===== src/icf_defs.vh =====
// Command codes, field positions, reset values and timing counts for the input counter block
`ifndef ICF_DEFS_VH
`define ICF_DEFS_VH
`define ICF_CMD_EDGE 8'h2c
`define ICF_CMD_READ 8'h2f
`define ICF_CMD_ENABLE 8'h28
`define ICF_CMD_RELOAD 8'h29
`define ICF_CMD_HIGH_BASE 8'h30
`define ICF_CMD_LOW_BASE 8'h38
`define ICF_CMD_RVAL_BASE 8'h40
`define ICF_RESERVED_OK 8'h00
`define ICF_CHAN_LSB 0
`define ICF_CHAN_MSB 2
`define ICF_SAMPLE_TIME_MS 5
`define ICF_CLOCK_MHZ 100
`define ICF_TICK_CYCLES (`ICF_SAMPLE_TIME_MS * 1000 * `ICF_CLOCK_MHZ)
`define ICF_COUNT_RESET 16'h0000
`define ICF_SAMPLES_RESET 16'h0000
`define ICF_EDGE_RESET 8'h00
`define ICF_ENABLE_RESET 8'h00
`endif


===== src/icf_filter.v =====
// Per-channel debounce filter with separate high and low qualification counts
`timescale 1ns/10ps
`include "icf_defs.vh"
module icf_filter (
  input wire clock,
  input wire sys_rst,
  input wire tick,
  input wire raw_level,
  input wire [15:0] high_samples,
  input wire [15:0] low_samples,
  output reg filtered_q
);
  reg [15:0] run_q;
  wire [15:0] need;
  // A count of zero passes the level on the next tick
  assign need = raw_level ? high_samples : low_samples;
  always @(posedge clock or posedge sys_rst)
  begin
    if (sys_rst)
    begin
      run_q <= 16'h0000;
      filtered_q <= 1'b0;
    end
    else if (tick)
    begin
      if (raw_level == filtered_q)
        run_q <= 16'h0000;
      else if (run_q + 16'h0001 >= need)
      begin
        filtered_q <= raw_level;
        run_q <= 16'h0000;
      end
      else
        run_q <= run_q + 16'h0001;
    end
  end
endmodule // icf_filter


===== src/icf_counter_block.v =====
// Eight filtered input counters configured through a four-byte command mailbox
// What this block does
// - Command 2C: low byte bit n set counts falling edges, clear counts rising.
// - Every reply carries the eight present input levels in the top byte.
// - Every reply echoes the executed command code in byte 2.
// - Counter read returns count high byte in byte 1, low byte in byte 0.
// - Codes 30-37 set high sample counts, 38-3F low counts, per channel.
// - Sample count is 256 times byte 1 plus byte 0, times 5 ms.
// - Levels shorter than the qualification period are dropped as noise.
// - Codes 40-47 store a 16-bit counter reset value per channel.
// - A reset-value command does nothing to a disabled counter.
// - Command 28 enables counter n when low byte bit n is set.
// - Command 29 reloads counters whose bit is set with their reset value.
`timescale 1ns/10ps
`include "icf_defs.vh"
module icf_counter_block #(
  parameter CHANNELS = 8,
  parameter TICK_CYCLES = `ICF_TICK_CYCLES
) (
  input wire clock,
  input wire sys_rst,
  input wire [7:0] isolated_input,
  input wire cmd_valid,
  input wire [7:0] host_param_low_byte,
  input wire [7:0] host_param_high_byte,
  input wire [7:0] host_command_byte,
  input wire [7:0] host_reserved_byte,
  output reg reply_valid_q,
  output reg [7:0] reply_low_byte_q,
  output reg [7:0] reply_high_byte_q,
  output reg [7:0] reply_echo_byte_q,
  output reg [7:0] reply_input_levels_q,
  output reg [7:0] filtered_levels_q
);
  // =====================================================
  // Input synchronisers
  reg [7:0] s1_q, s2_q, s3_q, stable_q;
  always @(posedge clock or posedge sys_rst)
  begin
    if (sys_rst)
    begin
      s1_q <= 8'h00;
      s2_q <= 8'h00;
      s3_q <= 8'h00;
      stable_q <= 8'h00;
    end
    else
    begin
      s1_q <= isolated_input;
      s2_q <= s1_q;
      s3_q <= s2_q;
      stable_q <= (s2_q & s3_q) | (stable_q & (s2_q | s3_q));
    end
  end

  // =====================================================
  // 5 ms sampling tick
  // Free-running, so a new level may wait up to one period for its first sample
  reg [31:0] tick_cnt_q;
  reg tick_q;
  always @(posedge clock or posedge sys_rst)
  begin
    if (sys_rst)
    begin
      tick_cnt_q <= 32'h0;
      tick_q <= 1'b0;
    end
    else if (tick_cnt_q >= TICK_CYCLES - 1)
    begin
      tick_cnt_q <= 32'h0;
      tick_q <= 1'b1;
    end
    else
    begin
      tick_cnt_q <= tick_cnt_q + 32'h1;
      tick_q <= 1'b0;
    end
  end

  // =====================================================
  // Decode helpers
  // Codes come in groups of eight, one per channel
  function in_group;
    input [7:0] code;
    input [7:0] base;
    begin
      in_group = (code[7:3] == base[7:3]);
    end
  endfunction

  function edge_hit;
    input fall_sel;
    input prev_level;
    input now_level;
    begin
      edge_hit = fall_sel ? (prev_level & ~now_level) : (~prev_level & now_level);
    end
  endfunction

  // =====================================================
  // Configuration state
  reg [15:0] high_samples_q [0:7];
  reg [15:0] low_samples_q [0:7];
  reg [15:0] reset_value_q [0:7];
  reg [15:0] count_q [0:7];
  reg [7:0] edge_sel_q;
  reg [7:0] enable_q;
  reg [7:0] filt_prev_q;
  wire [7:0] filt;
  wire [15:0] param_word;
  wire cmd_ok;
  wire [2:0] sel;
  wire is_high_set;
  wire is_low_set;
  wire is_rval_set;
  // Commands with a nonzero reserved byte are dropped without reply
  assign cmd_ok = cmd_valid && (host_reserved_byte == `ICF_RESERVED_OK);
  assign param_word = {host_param_high_byte, host_param_low_byte};
  assign sel = host_command_byte[2:0];
  assign is_high_set = in_group(host_command_byte, `ICF_CMD_HIGH_BASE);
  assign is_low_set = in_group(host_command_byte, `ICF_CMD_LOW_BASE);
  assign is_rval_set = in_group(host_command_byte, `ICF_CMD_RVAL_BASE);

  genvar g;
  generate
    for (g = 0; g < CHANNELS; g = g + 1)
    begin : ch
      icf_filter u_filt (
        .clock(clock),
        .sys_rst(sys_rst),
        .tick(tick_q),
        .raw_level(stable_q[g]),
        .high_samples(high_samples_q[g]),
        .low_samples(low_samples_q[g]),
        .filtered_q(filt[g])
      );
    end
  endgenerate

  // =====================================================
  // Counters and command execution
  integer i;
  always @(posedge clock or posedge sys_rst)
  begin
    if (sys_rst)
    begin
      edge_sel_q <= `ICF_EDGE_RESET;
      enable_q <= `ICF_ENABLE_RESET;
      filt_prev_q <= 8'h00;
      for (i = 0; i < 8; i = i + 1)
      begin
        high_samples_q[i] <= `ICF_SAMPLES_RESET;
        low_samples_q[i] <= `ICF_SAMPLES_RESET;
        reset_value_q[i] <= `ICF_COUNT_RESET;
        count_q[i] <= `ICF_COUNT_RESET;
      end
    end
    else
    begin
      filt_prev_q <= filt;
      for (i = 0; i < 8; i = i + 1)
      begin
        if (enable_q[i] && edge_hit(edge_sel_q[i], filt_prev_q[i], filt[i]))
          count_q[i] <= count_q[i] + 16'h0001;
        // Written last so a reload wins over an edge in the same cycle
        if (cmd_ok && host_command_byte == `ICF_CMD_RELOAD && host_param_low_byte[i])
          count_q[i] <= reset_value_q[i];
      end
      if (cmd_ok)
      begin
        if (host_command_byte == `ICF_CMD_EDGE)
          edge_sel_q <= host_param_low_byte;
        if (host_command_byte == `ICF_CMD_ENABLE)
          enable_q <= host_param_low_byte;
        if (is_high_set)
          high_samples_q[sel] <= param_word;
        if (is_low_set)
          low_samples_q[sel] <= param_word;
        if (is_rval_set && enable_q[sel])
          reset_value_q[sel] <= param_word;
      end
    end
  end

  // =====================================================
  // Reply mailbox
  wire [15:0] read_val;
  // Upper bits of the channel field are ignored; host keeps them zero
  // Count is read before any effect of the same command
  assign read_val = count_q[host_param_low_byte[`ICF_CHAN_MSB:`ICF_CHAN_LSB]];
  always @(posedge clock or posedge sys_rst)
  begin
    if (sys_rst)
    begin
      reply_valid_q <= 1'b0;
      reply_low_byte_q <= 8'h00;
      reply_high_byte_q <= 8'h00;
      reply_echo_byte_q <= 8'h00;
      reply_input_levels_q <= 8'h00;
      filtered_levels_q <= 8'h00;
    end
    else
    begin
      reply_valid_q <= cmd_ok;
      filtered_levels_q <= filt;
      if (cmd_ok)
      begin
        reply_input_levels_q <= stable_q;
        reply_echo_byte_q <= host_command_byte;
        reply_low_byte_q <= 8'h00;
        reply_high_byte_q <= 8'h00;
        if (host_command_byte == `ICF_CMD_READ)
        begin
          reply_high_byte_q <= read_val[15:8];
          reply_low_byte_q <= read_val[7:0];
        end
      end
    end
  end
endmodule // icf_counter_block


===== config.mk =====
export PLATFORM = sky130hd
export DESIGN_NAME = icf_counter_block
export DESIGN_NICKNAME = d
export VERILOG_FILES = /design/src/icf_filter.v /design/src/icf_counter_block.v
export VERILOG_INCLUDE_DIRS = /design/src
export SDC_FILE = /design/constraint.sdc
export NUM_CORES = 2
export LEC_CHECK = 0
export BUFFER_PORTS_ARGS = -buffer_cell sky130_fd_sc_hd__buf_2
export CAP_MARGIN = 20
export CORE_MARGIN = 2
export CORE_UTILIZATION = 45
export CTS_BUF_LIST = sky130_fd_sc_hd__clkbuf_16
export CTS_CLUSTER_DIAMETER = 40
export CTS_CLUSTER_SIZE = 40
export DETAILED_ROUTE_END_ITERATION = 6
export PLACE_DENSITY_LB_ADDON = 0.12
export SKIP_CTS_REPAIR_TIMING = 1
export SYNTH_ARGS = -nofsm -noshare
export SYNTH_HDL_FRONTEND = slang
export SYNTH_HIERARCHICAL = 1
export SYNTH_SLANG_ARGS = --single-unit

===== constraint.sdc =====
create_clock -name clock -period 51.1 [get_ports clock]
set_input_delay 0 -clock clock [delete_from_list [all_inputs] [get_ports clock]]
set_output_delay 0 -clock clock [all_outputs]
set_load 0.1 [all_outputs]

==> run metrics <==
outcome=finished clean; Post-Syn Instances=3345; Initial DRC Count=1741; Top-Level Pins=84; initial antenna violation count=6; pwr/cell area=33.8 nW/um^2; CP Data Required Time=51650 ps; max cap viols=0; Worst Path Max Fanout=16; global-route wire length before repair=162000 um; Via Count=26526; GR Util met3=3.56%; Reg2Reg Setup Slack=47240 ps; Clk pin slew, worst setup/hold paths=50 ps; setup_tns=0 ps; Worst R2R Start=ch[0].u_filt/run_q[0]; fin crit share=7.56%; routing usage on met2=37.8%; vias in the first global route=27490; ANT nets after route=0; total CTS buffers=130; Vias/cell=5.58; DP Area=40600 um^2; RSZ-0062 raised after global routing=no; DR DRC count=0; HP Class=in -> reg; DR WL/cell=21.5 um; Hold Fails Final Rpt=0; WHS Endpoint=count_q[90]; Max Slew Vio Count=0; worst slew pin tran=1140 ps; async set-reset flop share out of synthesis=100%; H-Tree Depth=4; number of synthesized flops with an enable pin=0; worst hold slack=20.3 ps; fin nets=3683; Worst Hold Path Cells=6; CP Capture Type=flop; clk root buf=clkbuf_16; synthesized cell area=39200 um^2; sequential area share after synthesis=49.2%; slew margin rel.=23.9%; Filler cells=7524; CP arrival=4410 ps; Fmax=259 MHz; TritonRoute pass-1 iters=5; core area=86500 um^2; mean post-synth cell area=11.7 um^2; highest ir drop seen on vdd=31.2 uV; commonest non-fill, non-tap cell in the layout=dfrtp_1; pin count of the biggest net entering global routing=147; Final Setup Violations=0; Post-synth top flop=dfrtp_1; skew final=27.6 ps; number of synthesized register bits=770; Final Wtd Congestion=0.839; R2R Path End=ch[0].u_filt/run_q[8]; full die area=89400 um^2; P&R area growth vs syn=16.0%; global-route met1 utilization=32.3%; Static Leakage=0.0215 uW; clk sinks=770; synth warn=6; Total GRT Usage=23.3%; total global routing overflow=0; Rows=108; CP peak stage delay=700 ps; CTS tree=done; dpl hpwl=66600 um; post-route cell area=45400 um^2; CP Launch Type=flop; Die Y=299 um; final WL=102000 um; library cells used by synthesis=72; Die W=299 um; Initial Util=45.3%; R2R depth=12; Min-Delay Startpoint=host_reserved_byte[5]; kind of critical path=reg -> reg; port bufs=83; commonest non-fill, non-tap cells in the layout=dfrtp_1 (769), mux2_2 (407), inv_1 (282), nor2_1 (215), xnor2_1 (183); clock latency on the worst-skew pair=720 ps; slowest CP cell=or4_1; layout cell share with drive strength beyond 1=25.3%; CP cell instances=ha_1 -> nand3_1 -> nor2_1 -> nand3_1 -> xnor2_1 -> inv_1 -> ha_1 -> nand4_1 -> or2_2 -> o31ai_1 -> or4_1 -> o22ai_1; GR peak layer=met2; crit path time final=3860 ps; Max Buffers Root-to-Sink=3
[worst max-delay path, delay by kind of cell, from the launching register on]
family | cells | cell delay (ps)
AND/OR/NAND/NOR | 6 | 1780
adder cells (fa/ha/maj) | 2 | 540
flip-flops | 1 | 500
XOR/XNOR | 1 | 270
AO/OA/AOI/OAI | 2 | 500
buffers and inverters | 1 | 90
[layout make-up]
type                            count  area, um^2  share of cell area [%]
Antenna cell                        1        2.50                 0.00551
Inverter                          264         998                    2.20
Tap cell                         1155        1450                    3.18
Clock inverter                    105         978                    2.15
Clock buffer                      133        3330                    7.33
Sequential cell                   770       19300                    42.4
Multi-Input combinational cell   2162       18100                    39.9
Timing Repair Buffer              167        1280                    2.81
[per-stage QoR]
stage | std cells | setup slack [ps] | util (%) | power, uW
final | 4757 | 47240 | 52.5 | 1540
after global routing | 4756 | 46910 | 52.5 | 1590
after CTS | 4717 | 47260 | 51.9 | 1550
after detailed placement | 4479 | 47210 | 47.0 | 691
after global placement | 4470 | 47110 | 46.8 | 690
after floorplan | 3357 | 33340 | - | 668
[per-layer routing]
metal	share of wire, %	wire length (um)	up-vias
met1	46	46700	13584
met2	47	48500	591
met3	4.4	4500	162
li1	-	-	12187
met4	2.6	2650	2
met5	0.013	13	-
[sequential cells by signal, summed over array words and instances, names as in the netlist, 32 cells and up]
| signal | cells |
|---|---|
| ch.u_filt/run_q | 128 |
| count_q | 128 |
| high_samples_q | 128 |
| low_samples_q | 128 |
| reset_value_q | 128 |
| tick_cnt_q | 32 |
[how the worst max path moves through the flow]
stage | start | endpoint | slack, ps
2_1_floorplan | sys_rst | count_q[0] | 33340
3_3_place_gp | host_reserved_byte[3] | low_samples_q[25] | 47110
3_5_place_dp | host_reserved_byte[3] | low_samples_q[94] | 47210
4_1_cts | ch[0].u_filt/run_q[0] | ch[0].u_filt/run_q[8] | 47260
5_1_grt | ch[1].u_filt/run_q[0] | ch[1].u_filt/run_q[7] | 46910
6_report | ch[0].u_filt/run_q[0] | ch[0].u_filt/run_q[8] | 47240
[logic make-up after synthesis]
logic type      share of synthesized area [%]
mux                                      18.0
xor+xnor                                 5.66
buf+inv                                  4.67
flops                                    49.2
simple gates                             10.0
other cells                           0.00958
fa+ha+maj                                4.84
compound gates                           7.55
[Yosys cell counts (8+ instances only)]
cell       count  area share, %
a311o_1        8           0.20
and4_1        47            1.1
nand4_1       77            1.2
nand2_1      136            1.3
maj3_1         8           0.20
and2_1         9           0.14
o31ai_1       17           0.33
clkbuf_1      95           0.91
or2_2         19           0.30
or4_1         10           0.19
mux2_1        12           0.35
mux2_2       407             12
buf_6          9           0.26
buf_2         24           0.31
buf_12         8           0.41
and3_1        23           0.37
nand3_1       90            1.2
a21oi_1      159            2.0
mux2i_1      144            3.7
or3_1         10           0.16
mux4_2        32            1.8
a221oi_1       8           0.18
o21ai_0       20           0.26
buf_1         24           0.23
nor4_1        25           0.40
nor3_1        30           0.38
o22ai_2       72            2.3
xor2_1        70            1.6
inv_1        263            2.5
ha_1         145            4.6
o2111ai_1     10           0.22
xnor2_1      183            4.1
dfrtp_1      770             49
a21o_1         9           0.17
nand2b_4       8           0.28
a2111oi_2      8           0.31
o22ai_1       48           0.77
nor2_1       216            2.1
mux2i_4        8           0.46
a2bb2oi_1      8           0.18
[power breakdown]
part,internal (uW),switching (uW)
clock,545,309
sequential,615,5.17
combinational,14.9,47.0
No activity file was read; power rests on OpenSTA's default activity.
